**config.mk**
```make
export PLATFORM = sky130hd
export DESIGN_NAME = ptm_timer
export DESIGN_NICKNAME = d
export VERILOG_FILES = /design/src/ptm_pkg.sv /design/src/ptm_timer.sv
export SDC_FILE = /design/constraint.sdc
export NUM_CORES = 1
export LEC_CHECK = 0
export ABC_AREA = 1
export BUFFER_PORTS_ARGS = -buffer_cell sky130_fd_sc_hd__buf_2
export CORE_AREA = 8 8 91 93
export CTS_CLUSTER_SIZE = 28
export DETAILED_ROUTE_END_ITERATION = 12
export DIE_AREA = 0 0 99 101
export PLACE_DENSITY_LB_ADDON = 0.08
export SYNTH_ARGS = -nofsm -noshare
export SYNTH_HDL_FRONTEND = slang
export SYNTH_SLANG_ARGS = --single-unit
```
**constraint.sdc**
```tcl
create_clock -name clk_sys_in -period 1.7 [get_ports clk_sys_in]
set_input_delay 0.17 -clock clk_sys_in [delete_from_list [all_inputs] [get_ports clk_sys_in]]
set_output_delay 0.17 -clock clk_sys_in [all_outputs]
set_load 0.01 [all_outputs]
```
**src/ptm_pkg.sv**
```systemverilog
// Package for the period timer: register map, field layout, reset values
package ptm_pkg;
  localparam int unsigned CLK_HZ = 200_000_000;

  // Register byte addresses
  localparam logic [11:0] ADDR_COUNT   = 12'h000;
  localparam logic [11:0] ADDR_PERIOD  = 12'h004;
  localparam logic [11:0] ADDR_CONTROL = 12'h008;
  localparam logic [11:0] ADDR_STATUS  = 12'h00c;
  localparam logic [11:0] ADDR_ENABLE  = 12'h010;
  localparam logic [11:0] ADDR_CLEAR   = 12'h014;
  localparam logic [11:0] ADDR_SLEEP   = 12'h018;

  // Control and status field positions
  localparam int CKPS_LSB = 0;
  localparam int RUN_BIT  = 2;
  localparam int OUTPS_LSB = 3;
  localparam int MATCH_BIT = 0;

  // Reset values and control write mask
  localparam logic [7:0] COUNT_RST   = 8'h00;
  localparam logic [7:0] PERIOD_RST  = 8'hff;
  localparam logic [7:0] CONTROL_RST = 8'h00;
  localparam logic [7:0] CONTROL_MASK = 8'h7f;

  // Instruction clock is the system clock divided by four
  localparam logic [1:0] INSTR_DIV_LAST = 2'h3;

  // Prescale select codes and terminal counts of the 6-bit prescaler
  localparam logic [1:0] CKPS_DIV1  = 2'h0;
  localparam logic [1:0] CKPS_DIV4  = 2'h1;
  localparam logic [1:0] CKPS_DIV16 = 2'h2;
  localparam logic [5:0] PRE_LAST1  = 6'h00;
  localparam logic [5:0] PRE_LAST4  = 6'h03;
  localparam logic [5:0] PRE_LAST16 = 6'h0f;
  localparam logic [5:0] PRE_LAST64 = 6'h3f;

  typedef struct packed {
    logic [3:0] outps;
    logic       run;
    logic [1:0] ckps;
  } ptm_ctrl_t;

  typedef struct packed {
    logic        psel;
    logic        penable;
    logic        pwrite;
    logic [11:0] paddr;
    logic [31:0] pwdata;
  } ptm_apb_req_t;
endpackage

```
**src/ptm_timer.sv**
```systemverilog
// Period timer with prescaler, period compare, postscaler and match interrupt
`timescale 1ns/1ps
module ptm_timer #(
  // Widths fixed by the register layout
  parameter int unsigned COUNT_W = 8,
  parameter int unsigned POST_W  = 4
) (
  // Clock and reset
  input  wire logic                  clk_sys_in,
  input  wire logic                  rst_n_in,
  // APB slave
  input  wire ptm_pkg::ptm_apb_req_t apb_req_in,
  output logic [31:0]                prdata_out,
  output logic                       pready_out,
  output logic                       pslverr_out,
  // Peripheral outputs
  output logic                       period_match_pulse_out,
  output logic                       irq_out
);
  import ptm_pkg::*;

  // Count and period share one byte lane, postscale select is four bits wide
  if (COUNT_W != 8) begin : g_count_w_check
    $error("COUNT_W must be 8");
  end
  if (POST_W != 4) begin : g_post_w_check
    $error("POST_W must be 4");
  end

  logic [7:0]  timer_count_q;
  logic [7:0]  period_value_q;
  ptm_ctrl_t   timer_control_q;
  logic        match_flag_q;
  logic        match_irq_enable_q;
  logic        sleep_q;
  logic [1:0]  instr_div_q;
  logic [5:0]  pre_cnt_q;
  logic [3:0]  post_cnt_q;
  logic        match_seen_q;
  logic        instr_tick;
  logic        pre_tick;
  logic        running;
  logic        is_match;
  logic        post_done;
  logic [5:0]  pre_last;
  logic        acc;
  logic        wr;
  logic        wr_count;
  logic        wr_ctrl;
  logic        wr_period;
  logic        wr_clear;
  logic        mapped;
  logic [31:0] rd_d;
  logic        scaler_clr;
  logic        flag_set;
  logic [7:0]  wdata_lo;

  // APB decode; the slave answers in the first access cycle
  assign acc       = apb_req_in.psel && apb_req_in.penable;
  assign wr        = acc && apb_req_in.pwrite;
  assign wr_count  = wr && apb_req_in.paddr == ADDR_COUNT;
  assign wr_period = wr && apb_req_in.paddr == ADDR_PERIOD;
  assign wr_ctrl   = wr && apb_req_in.paddr == ADDR_CONTROL;
  assign wr_clear  = wr && apb_req_in.paddr == ADDR_CLEAR;

  always_comb begin
    mapped = 1'b1;
    rd_d   = 32'h0000_0000;
    case (apb_req_in.paddr)
      ADDR_COUNT:   rd_d[7:0] = timer_count_q;
      ADDR_PERIOD:  rd_d[7:0] = period_value_q;
      ADDR_CONTROL: rd_d[7:0] = {1'b0, timer_control_q};
      ADDR_STATUS:  rd_d[MATCH_BIT] = match_flag_q;
      ADDR_ENABLE:  rd_d[MATCH_BIT] = match_irq_enable_q;
      ADDR_CLEAR:   rd_d = 32'h0000_0000;
      ADDR_SLEEP:   rd_d[0] = sleep_q;
      default:      mapped = 1'b0;
    endcase
  end

  always_ff @(posedge clk_sys_in or negedge rst_n_in) begin
    if (!rst_n_in) begin
      prdata_out  <= 32'h0000_0000;
      pready_out  <= 1'b0;
      pslverr_out <= 1'b0;
    end else begin
      // One-cycle ready pulse: held low in setup, high in first access cycle
      pready_out  <= apb_req_in.psel && !apb_req_in.penable;
      prdata_out  <= rd_d;
      pslverr_out <= apb_req_in.psel && !apb_req_in.penable && !mapped;
    end
  end

  // Writes take effect on the edge where pready is sampled high
  logic wr_take;
  assign wr_take = wr && pready_out && !pslverr_out;
  assign scaler_clr = wr_take && (wr_count || wr_ctrl);
  assign wdata_lo   = apb_req_in.pwdata[7:0];

  always_ff @(posedge clk_sys_in or negedge rst_n_in) begin
    if (!rst_n_in) begin
      timer_control_q    <= ptm_ctrl_t'(CONTROL_RST[6:0]);
      period_value_q     <= PERIOD_RST;
      match_irq_enable_q <= 1'b0;
      sleep_q            <= 1'b0;
    end else if (wr_take) begin
      if (wr_ctrl) timer_control_q <= ptm_ctrl_t'(apb_req_in.pwdata[6:0] & CONTROL_MASK[6:0]);
      if (wr_period) period_value_q <= apb_req_in.pwdata[7:0];
      if (apb_req_in.paddr == ADDR_ENABLE) match_irq_enable_q <= apb_req_in.pwdata[MATCH_BIT];
      if (apb_req_in.paddr == ADDR_SLEEP) sleep_q <= apb_req_in.pwdata[0];
    end
  end

  // Timer runs only when on and the core is awake
  assign running = timer_control_q.run && !sleep_q;

  // Instruction clock enable: one pulse every four system clocks
  always_ff @(posedge clk_sys_in or negedge rst_n_in) begin
    if (!rst_n_in) instr_div_q <= 2'h0;
    else if (!sleep_q) instr_div_q <= instr_div_q + 2'h1;
  end
  assign instr_tick = !sleep_q && instr_div_q == INSTR_DIV_LAST;

  always_comb begin
    case (timer_control_q.ckps)
      CKPS_DIV1:  pre_last = PRE_LAST1;
      CKPS_DIV4:  pre_last = PRE_LAST4;
      CKPS_DIV16: pre_last = PRE_LAST16;
      default:    pre_last = PRE_LAST64;
    endcase
  end

  always_ff @(posedge clk_sys_in or negedge rst_n_in) begin
    if (!rst_n_in) pre_cnt_q <= 6'h00;
    else if (scaler_clr) pre_cnt_q <= 6'h00;
    else if (running && instr_tick) begin
      pre_cnt_q <= (pre_cnt_q >= pre_last) ? 6'h00 : pre_cnt_q + 6'h01;
    end
  end
  // A scaler clear swallows a tick on the same edge, so a control write never moves the count
  assign pre_tick = running && instr_tick && pre_cnt_q >= pre_last && !scaler_clr;

  // Compare every cycle; a match is qualified by run so a stopped timer is silent
  assign is_match = running && timer_count_q == period_value_q;

  // Step the count on each prescaled tick; a tick that finds it equal to the period clears it
  always_ff @(posedge clk_sys_in or negedge rst_n_in) begin
    if (!rst_n_in) begin
      timer_count_q <= COUNT_RST;
    end else if (wr_take && wr_count) begin
      timer_count_q <= apb_req_in.pwdata[7:0];
    end else if (pre_tick) begin
      // Control writes never touch the count
      timer_count_q <= (timer_count_q == period_value_q) ? COUNT_RST : timer_count_q + 8'h01;
    end
  end

  // Match output: one pulse per period, on the tick that clears the count
  always_ff @(posedge clk_sys_in or negedge rst_n_in) begin
    if (!rst_n_in) period_match_pulse_out <= 1'b0;
    else period_match_pulse_out <= pre_tick && is_match;
  end

  assign post_done = post_cnt_q >= timer_control_q.outps;
  assign flag_set  = pre_tick && is_match && post_done;

  always_ff @(posedge clk_sys_in or negedge rst_n_in) begin
    if (!rst_n_in) post_cnt_q <= 4'h0;
    else if (wr_take && (wr_count || wr_ctrl)) post_cnt_q <= 4'h0;
    else if (pre_tick && is_match) post_cnt_q <= post_done ? 4'h0 : post_cnt_q + 4'h1;
  end

  // Flag: set wins over a same-cycle software clear
  always_ff @(posedge clk_sys_in or negedge rst_n_in) begin
    if (!rst_n_in) match_flag_q <= 1'b0;
    else if (flag_set) match_flag_q <= 1'b1;
    else if (wr_take && wr_clear && apb_req_in.pwdata[MATCH_BIT]) match_flag_q <= 1'b0;
  end

  always_ff @(posedge clk_sys_in or negedge rst_n_in) begin
    if (!rst_n_in) irq_out <= 1'b0;
    else irq_out <= match_flag_q && match_irq_enable_q;
  end

  // Assertions
  a_sleep_holds_count: assert property (@(posedge clk_sys_in) disable iff (!rst_n_in)
    (sleep_q && !(wr_take && wr_count)) |=> $stable(timer_count_q))
    else $error("count moved during sleep");
  a_stop_holds_count: assert property (@(posedge clk_sys_in) disable iff (!rst_n_in)
    (!timer_control_q.run && !(wr_take && wr_count)) |=> $stable(timer_count_q))
    else $error("count moved while stopped");
  a_match_clears_count: assert property (@(posedge clk_sys_in) disable iff (!rst_n_in)
    (pre_tick && is_match && !(wr_take && wr_count)) |=> timer_count_q == COUNT_RST)
    else $error("count not cleared after match");
  a_count_steps_one: assert property (@(posedge clk_sys_in) disable iff (!rst_n_in)
    (pre_tick && !is_match && !(wr_take && wr_count)) |=> timer_count_q == $past(timer_count_q) + 8'h01)
    else $error("count did not step by one");
  a_match_pulse_src: assert property (@(posedge clk_sys_in) disable iff (!rst_n_in)
    period_match_pulse_out |-> $past(timer_count_q) == $past(period_value_q))
    else $error("match pulse without equality");
  a_ctrl_keeps_count: assert property (@(posedge clk_sys_in) disable iff (!rst_n_in)
    (wr_take && wr_ctrl) |=> timer_count_q == $past(timer_count_q) && post_cnt_q == 4'h0 && pre_cnt_q == 6'h00)
    else $error("control write disturbed count or scalers");
  a_flag_sticky: assert property (@(posedge clk_sys_in) disable iff (!rst_n_in)
    (match_flag_q && !(wr_take && wr_clear)) |=> match_flag_q)
    else $error("flag dropped without clear");
  a_irq_gate: assert property (@(posedge clk_sys_in) disable iff (!rst_n_in)
    irq_out |-> $past(match_flag_q) && $past(match_irq_enable_q))
    else $error("interrupt without enabled flag");
  a_instr_rate: assert property (@(posedge clk_sys_in) disable iff (!rst_n_in)
    instr_tick |=> !instr_tick [*3])
    else $error("instruction tick faster than one in four");
  a_div1_postscale: assert property (@(posedge clk_sys_in) disable iff (!rst_n_in)
    (pre_tick && is_match && timer_control_q.outps == 4'h0 && !(wr_take && wr_clear)) |=> match_flag_q)
    else $error("1:1 postscale did not set flag");

  // Bus handshake and register access
  a_ready_after_setup: assert property (@(posedge clk_sys_in) disable iff (!rst_n_in)
    (apb_req_in.psel && !apb_req_in.penable) |=> pready_out)
    else $error("ready missing after setup");

  a_ready_one_cycle: assert property (@(posedge clk_sys_in) disable iff (!rst_n_in)
    pready_out |=> !pready_out)
    else $error("ready held longer than one cycle");

  a_err_needs_ready: assert property (@(posedge clk_sys_in) disable iff (!rst_n_in)
    pslverr_out |-> pready_out && prdata_out == 32'h0000_0000)
    else $error("error without ready or with data");

  a_count_write_lands: assert property (@(posedge clk_sys_in) disable iff (!rst_n_in)
    (wr_take && wr_count) |=> timer_count_q == $past(wdata_lo))
    else $error("count write lost");

  a_period_write_lands: assert property (@(posedge clk_sys_in) disable iff (!rst_n_in)
    (wr_take && wr_period) |=> period_value_q == $past(wdata_lo))
    else $error("period write lost");

  a_ctrl_write_lands: assert property (@(posedge clk_sys_in) disable iff (!rst_n_in)
    (wr_take && wr_ctrl) |=> {1'b0, timer_control_q} == ($past(wdata_lo) & CONTROL_MASK))
    else $error("control write lost");

  a_read_ctrl_top: assert property (@(posedge clk_sys_in) disable iff (!rst_n_in)
    (pready_out && apb_req_in.paddr == ADDR_CONTROL) |-> prdata_out[31:7] == 25'h0)
    else $error("control top bit read as one");

  a_read_count_byte: assert property (@(posedge clk_sys_in) disable iff (!rst_n_in)
    (pready_out && apb_req_in.paddr == ADDR_COUNT) |-> prdata_out[31:8] == 24'h0)
    else $error("count read upper bits set");

  a_status_read: assert property (@(posedge clk_sys_in) disable iff (!rst_n_in)
    (pready_out && apb_req_in.paddr == ADDR_STATUS) |-> prdata_out[31:1] == 31'h0)
    else $error("status read upper bits set");

  // Clock enables and scalers
  a_instr_step: assert property (@(posedge clk_sys_in) disable iff (!rst_n_in)
    !sleep_q |=> instr_div_q == $past(instr_div_q) + 2'h1)
    else $error("instruction divider skipped");

  a_tick_on_instr: assert property (@(posedge clk_sys_in) disable iff (!rst_n_in)
    pre_tick |-> instr_tick)
    else $error("prescaled tick off the instruction tick");

  a_tick_needs_run: assert property (@(posedge clk_sys_in) disable iff (!rst_n_in)
    pre_tick |-> running)
    else $error("tick while timer off");

  a_pre_in_range: assert property (@(posedge clk_sys_in) disable iff (!rst_n_in)
    pre_cnt_q <= pre_last)
    else $error("prescaler past its terminal count");

  a_pre_steps: assert property (@(posedge clk_sys_in) disable iff (!rst_n_in)
    (running && instr_tick && !scaler_clr && !pre_tick) |=> pre_cnt_q == $past(pre_cnt_q) + 6'h01)
    else $error("prescaler did not step");

  a_post_in_range: assert property (@(posedge clk_sys_in) disable iff (!rst_n_in)
    post_cnt_q <= timer_control_q.outps)
    else $error("postscaler past its ratio");

  a_post_steps: assert property (@(posedge clk_sys_in) disable iff (!rst_n_in)
    (pre_tick && is_match && !post_done) |=> post_cnt_q == $past(post_cnt_q) + 4'h1)
    else $error("postscaler did not count match");

  a_post_wraps: assert property (@(posedge clk_sys_in) disable iff (!rst_n_in)
    flag_set |=> post_cnt_q == 4'h0)
    else $error("postscaler did not wrap");

  a_count_write_scalers: assert property (@(posedge clk_sys_in) disable iff (!rst_n_in)
    (wr_take && wr_count) |=> pre_cnt_q == 6'h00 && post_cnt_q == 4'h0)
    else $error("count write kept scalers");

  a_count_no_tick: assert property (@(posedge clk_sys_in) disable iff (!rst_n_in)
    (!pre_tick && !(wr_take && wr_count)) |=> $stable(timer_count_q))
    else $error("count moved without tick");

  // Stopped and sleeping timer
  a_stop_holds_scalers: assert property (@(posedge clk_sys_in) disable iff (!rst_n_in)
    (!running && !scaler_clr) |=> $stable(pre_cnt_q) && $stable(post_cnt_q))
    else $error("scalers moved while stopped");

  a_stop_no_pulse: assert property (@(posedge clk_sys_in) disable iff (!rst_n_in)
    !running |=> !period_match_pulse_out)
    else $error("match pulse while stopped");

  a_sleep_no_instr: assert property (@(posedge clk_sys_in) disable iff (!rst_n_in)
    sleep_q |-> !instr_tick)
    else $error("instruction tick in sleep");

  a_sleep_no_pulse: assert property (@(posedge clk_sys_in) disable iff (!rst_n_in)
    sleep_q |=> !period_match_pulse_out)
    else $error("match pulse in sleep");

  a_period_sleep_stable: assert property (@(posedge clk_sys_in) disable iff (!rst_n_in)
    (sleep_q && !(wr_take && wr_period)) |=> $stable(period_value_q))
    else $error("period moved in sleep");

  a_sleep_holds_scalers: assert property (@(posedge clk_sys_in) disable iff (!rst_n_in)
    (sleep_q && !scaler_clr) |=> $stable(pre_cnt_q) && $stable(post_cnt_q))
    else $error("scalers moved in sleep");

  // Match output, flag and interrupt
  a_pulse_one_cycle: assert property (@(posedge clk_sys_in) disable iff (!rst_n_in)
    period_match_pulse_out |=> !period_match_pulse_out)
    else $error("match pulse wider than one cycle");

  a_flag_source: assert property (@(posedge clk_sys_in) disable iff (!rst_n_in)
    $rose(match_flag_q) |-> $past(flag_set))
    else $error("flag set without postscaler wrap");

  a_flag_set_wins: assert property (@(posedge clk_sys_in) disable iff (!rst_n_in)
    flag_set |=> match_flag_q)
    else $error("set lost to clear");

  a_flag_clear: assert property (@(posedge clk_sys_in) disable iff (!rst_n_in)
    (wr_take && wr_clear && wdata_lo[MATCH_BIT] && !flag_set) |=> !match_flag_q)
    else $error("clear write ignored");

  a_irq_follows: assert property (@(posedge clk_sys_in) disable iff (!rst_n_in)
    (match_flag_q && match_irq_enable_q) |=> irq_out)
    else $error("enabled flag gave no interrupt");

  a_irq_low_masked: assert property (@(posedge clk_sys_in) disable iff (!rst_n_in)
    !match_irq_enable_q |=> !irq_out)
    else $error("interrupt while disabled");
endmodule

```
==> reports/metrics.cfg <==
[outcome]
outcome=finished, violations left
violations=negative setup slack

[logic_synthesis]
yosys_warnings=0
yosys.cell_types.count=39
yosys_register_bits=50
avgSynthCellArea_um2=7.76
synth_cells=408
ys_seq_area_share_pct=39.8
synth_area_um2=3170

[worst_hold_path]
hp-class=in -> reg
hold_depth=2

[placement]
portBuffers=36
place_congestion=0.860
dpl.hpwl_mm=5.92

[pwr]
p_leak_nw=1.98
irDropWorstVdd_mv=0.405
sw_frac_of_total_pct=23.7
powerDensity_nw_per_um2=589
p_clk_share_pct=39.4
p_int_mw=1.67
p_sw_uw=520
pwr-share-seq_pct=54.7
combPwrFrac_pct=5.9

[setup_path]
r2r_cells=14
cp-start-kind=register
crit_arrival_ps=2030
crit_path_max_fanout=5
endpoint_kind=register
worst-setup-path-type=reg -> reg
critPathRequiredTime_ps=1940

[clocking]
h-tree-depth=2
clock-sinks=50
clk_latency_ps=310
cts_tree=done
clk_pin_slew_ps=110
cts_buffers=5
ctsRootBufferMaster=clkbuf_8
clk_path_buf_depth=2

[timing]
maxSlewViolCount=0
hold_viol=0
period_minus_slack_ps=1790
worst_clock_skew_ps=13.6
finalCritPeriodShare_pct=105
fmax_ghz=0.558
worst_slack_ps=-91.3
finalSetupViolations=16
rsz0062_at_grt=yes
hold_slack_ps=31.0
finalSetupTns_ps=-1050

[finish]
diodes=0
multi_input_area_um2=1650
regArea_um2=1260
drive_above_1_share_pct=24.7
area_delta_synth_final_pct=17.4
final_net_count=534
fillerInstances=713

[job]
maxCapViolations=0

[drt]
detail_route.wl_per_cell_um=13.7
drt-vias-per-instance=4.84
dr_wl_met2_mm=3.76
wl_mm=7.61
wl_met3_um=325
first_pass_iters=4
drc=0
wl_met1_mm=3.46
initialDrtViolationCount=119
antenna_left=0
vias=2692
highest_layer=met4

[die]
rows=31
ioPinCount=85
initial_utilization_pct=45.6
die_area_um2=10000
die_w_um=99
die_height_um=101
core_um2=6940

[global_routing]
grt_max_degree=21
grt_pass1_wl_mm=13.0
antenna_found_initial=0
grtUsageTotal_pct=16.0
grt_overflow=0
grt_pass1_vias=2739

-- final timing paths --
| kind | from | to | slack (ps) |
|---|---|---|---|
| worst max-delay path | timer_control_q[1] | timer_count_q[1] | -90 |
| worst max register to register | timer_control_q[1] | timer_count_q[1] | -90 |
| worst min-delay path | apb_req_in[45] | pready_out | 30 |
| worst min register to register | instr_div_q[0] | instr_div_q[0] | 490 |
| max in group asynchronous | rst_n_in | period_value_q[5] | 730 |
| min in group asynchronous | rst_n_in | pslverr_out | 330 |
-- Yosys cell counts, drive strengths merged --
master	count	share of area (%)
xnor2	9	2.5
o211ai	4	0.95
nand4	8	1.8
dfstp	8	6.6
dfrtp	42	33
o31ai	1	0.24
ha	12	4.7
nor2	33	5.6
nand2	132	17
buf	27	6.4
xor2	6	1.7
clkinv	2	0.32
nand3	33	5.9
inv	49	5.8
nor3b	1	0.24
conb	1	0.12
nor3	1	0.16
mux2	1	0.36
a21o	1	0.24
o21bai	1	0.24
clkbuf	2	0.28
a21oi	3	0.47
o221ai	4	1.1
nand3b	1	0.24
o21ai	26	4.2
-- worst max-delay path, stage by stage, from the launching register on --
cell and delay (ps):
dfrtp_1 410, nor2_2 150, inv_2 60, ha_4 260, inv_2 20, nand2_1 40
nand2_1 50, nand2_1 50, nand3_1 70, nand2_2 90, nand2_4 80, o21ai_4 170
buf_6 150, nand2_1 50, nand2_1 60
-- power groups by stage --
stage | sequential, mW | combinational (mW) | clock (mW)
2_1_floorplan | 1.22 | 0.0947 | 0
3_3_place_gp | 1.22 | 0.126 | 0
3_5_place_dp | 1.22 | 0.128 | 0
4_1_cts | 1.20 | 0.129 | 0.891
5_1_grt | 1.20 | 0.149 | 0.938
6_report | 1.20 | 0.129 | 0.863
-- layout by cell type (no fill, tap or decap), types with 2 or more instances in the layout --
master / instances
nand2_2: 8
nand2_4: 4
dfrtp_1: 42
o21ai_1: 9
nand3_2: 3
xor2_1: 6
a21oi_1: 2
nor2_4: 2
buf_4: 25
xnor2_1: 9
nor2_8: 2
clkbuf_8: 5
nor2_2: 5
nand2_1: 120
clkinv_2: 2
inv_2: 6
ha_1: 11
clkinvlp_4: 2
o21ai_0: 16
o221ai_1: 4
nand4_1: 7
buf_6: 2
o211ai_1: 4
conb_1: 24
inv_1: 43
buf_2: 36
nand3_1: 29
dfstp_2: 8
nor2_1: 24
-- sequential cells by signal (all words and copies together) (netlist names) --
name	count
match_irq_enable_q	1
timer_control_q	7
timer_count_q	8
period_match_pulse_out	1
instr_div_q	2
pslverr_out	1
sleep_q	1
prdata_out	8
irq_out	1
pready_out	1
pre_cnt_q	6
period_value_q	8
post_cnt_q	4
match_flag_q	1
-- stage by stage --
stage               utilization [%]  cell area (um2)  instances  setup WS [ps]  total power [mW]
floorplan                         -             3260        431          -44.4              1.32
global placement               50.8             3530        546          -78.3              1.35
detailed placement             50.8             3530        546           -125              1.35
CTS                            52.9             3670        555          -94.3              2.22
global route                   53.6             3720        556           -221              2.29
finish                         53.6             3720        556          -91.3              2.19
-- what timing repair did --
action | 4_1_cts | 5_1_grt
resized for setup | 7 | 10
pin swaps | 8 | 6
endpoints found under the hold margin | 14 | 0
hold buffers | 1 | 0
setup endpoints to repair | 17 | 20
buffers inserted | 0 | 1
-- per-layer routing --
layer	track usage, %	vias up
met5	0	-
met4	3.78	0
met3	3.04	7
met2	28.4	46
met1	19.6	1255
li1	-	1384
-- final cells by class --
type	instances	area share, %
multi-input cells	301	44.3
flip-flops and latches	50	33.9
repair buffers	64	10.8
inverters	51	5.22
well taps	82	2.76
clock buffers	5	1.85
clock inverters	3	1.21
-- kinds of logic (layout without fill, tap and decap cells) --
logic type      after synthesis  after routing  share of synthesized area (%)
simple gates                209            209                           30.6
buf+inv                      80            123                           12.8
flops                        50             50                           39.8
compound gates               40             40                           7.47
xor+xnor                     15             15                           4.15
fa+ha+maj                    12             12                           4.74
other cells                   1             24                          0.118
mux                           1              1                          0.356
(Power assumes the default switching activity.)
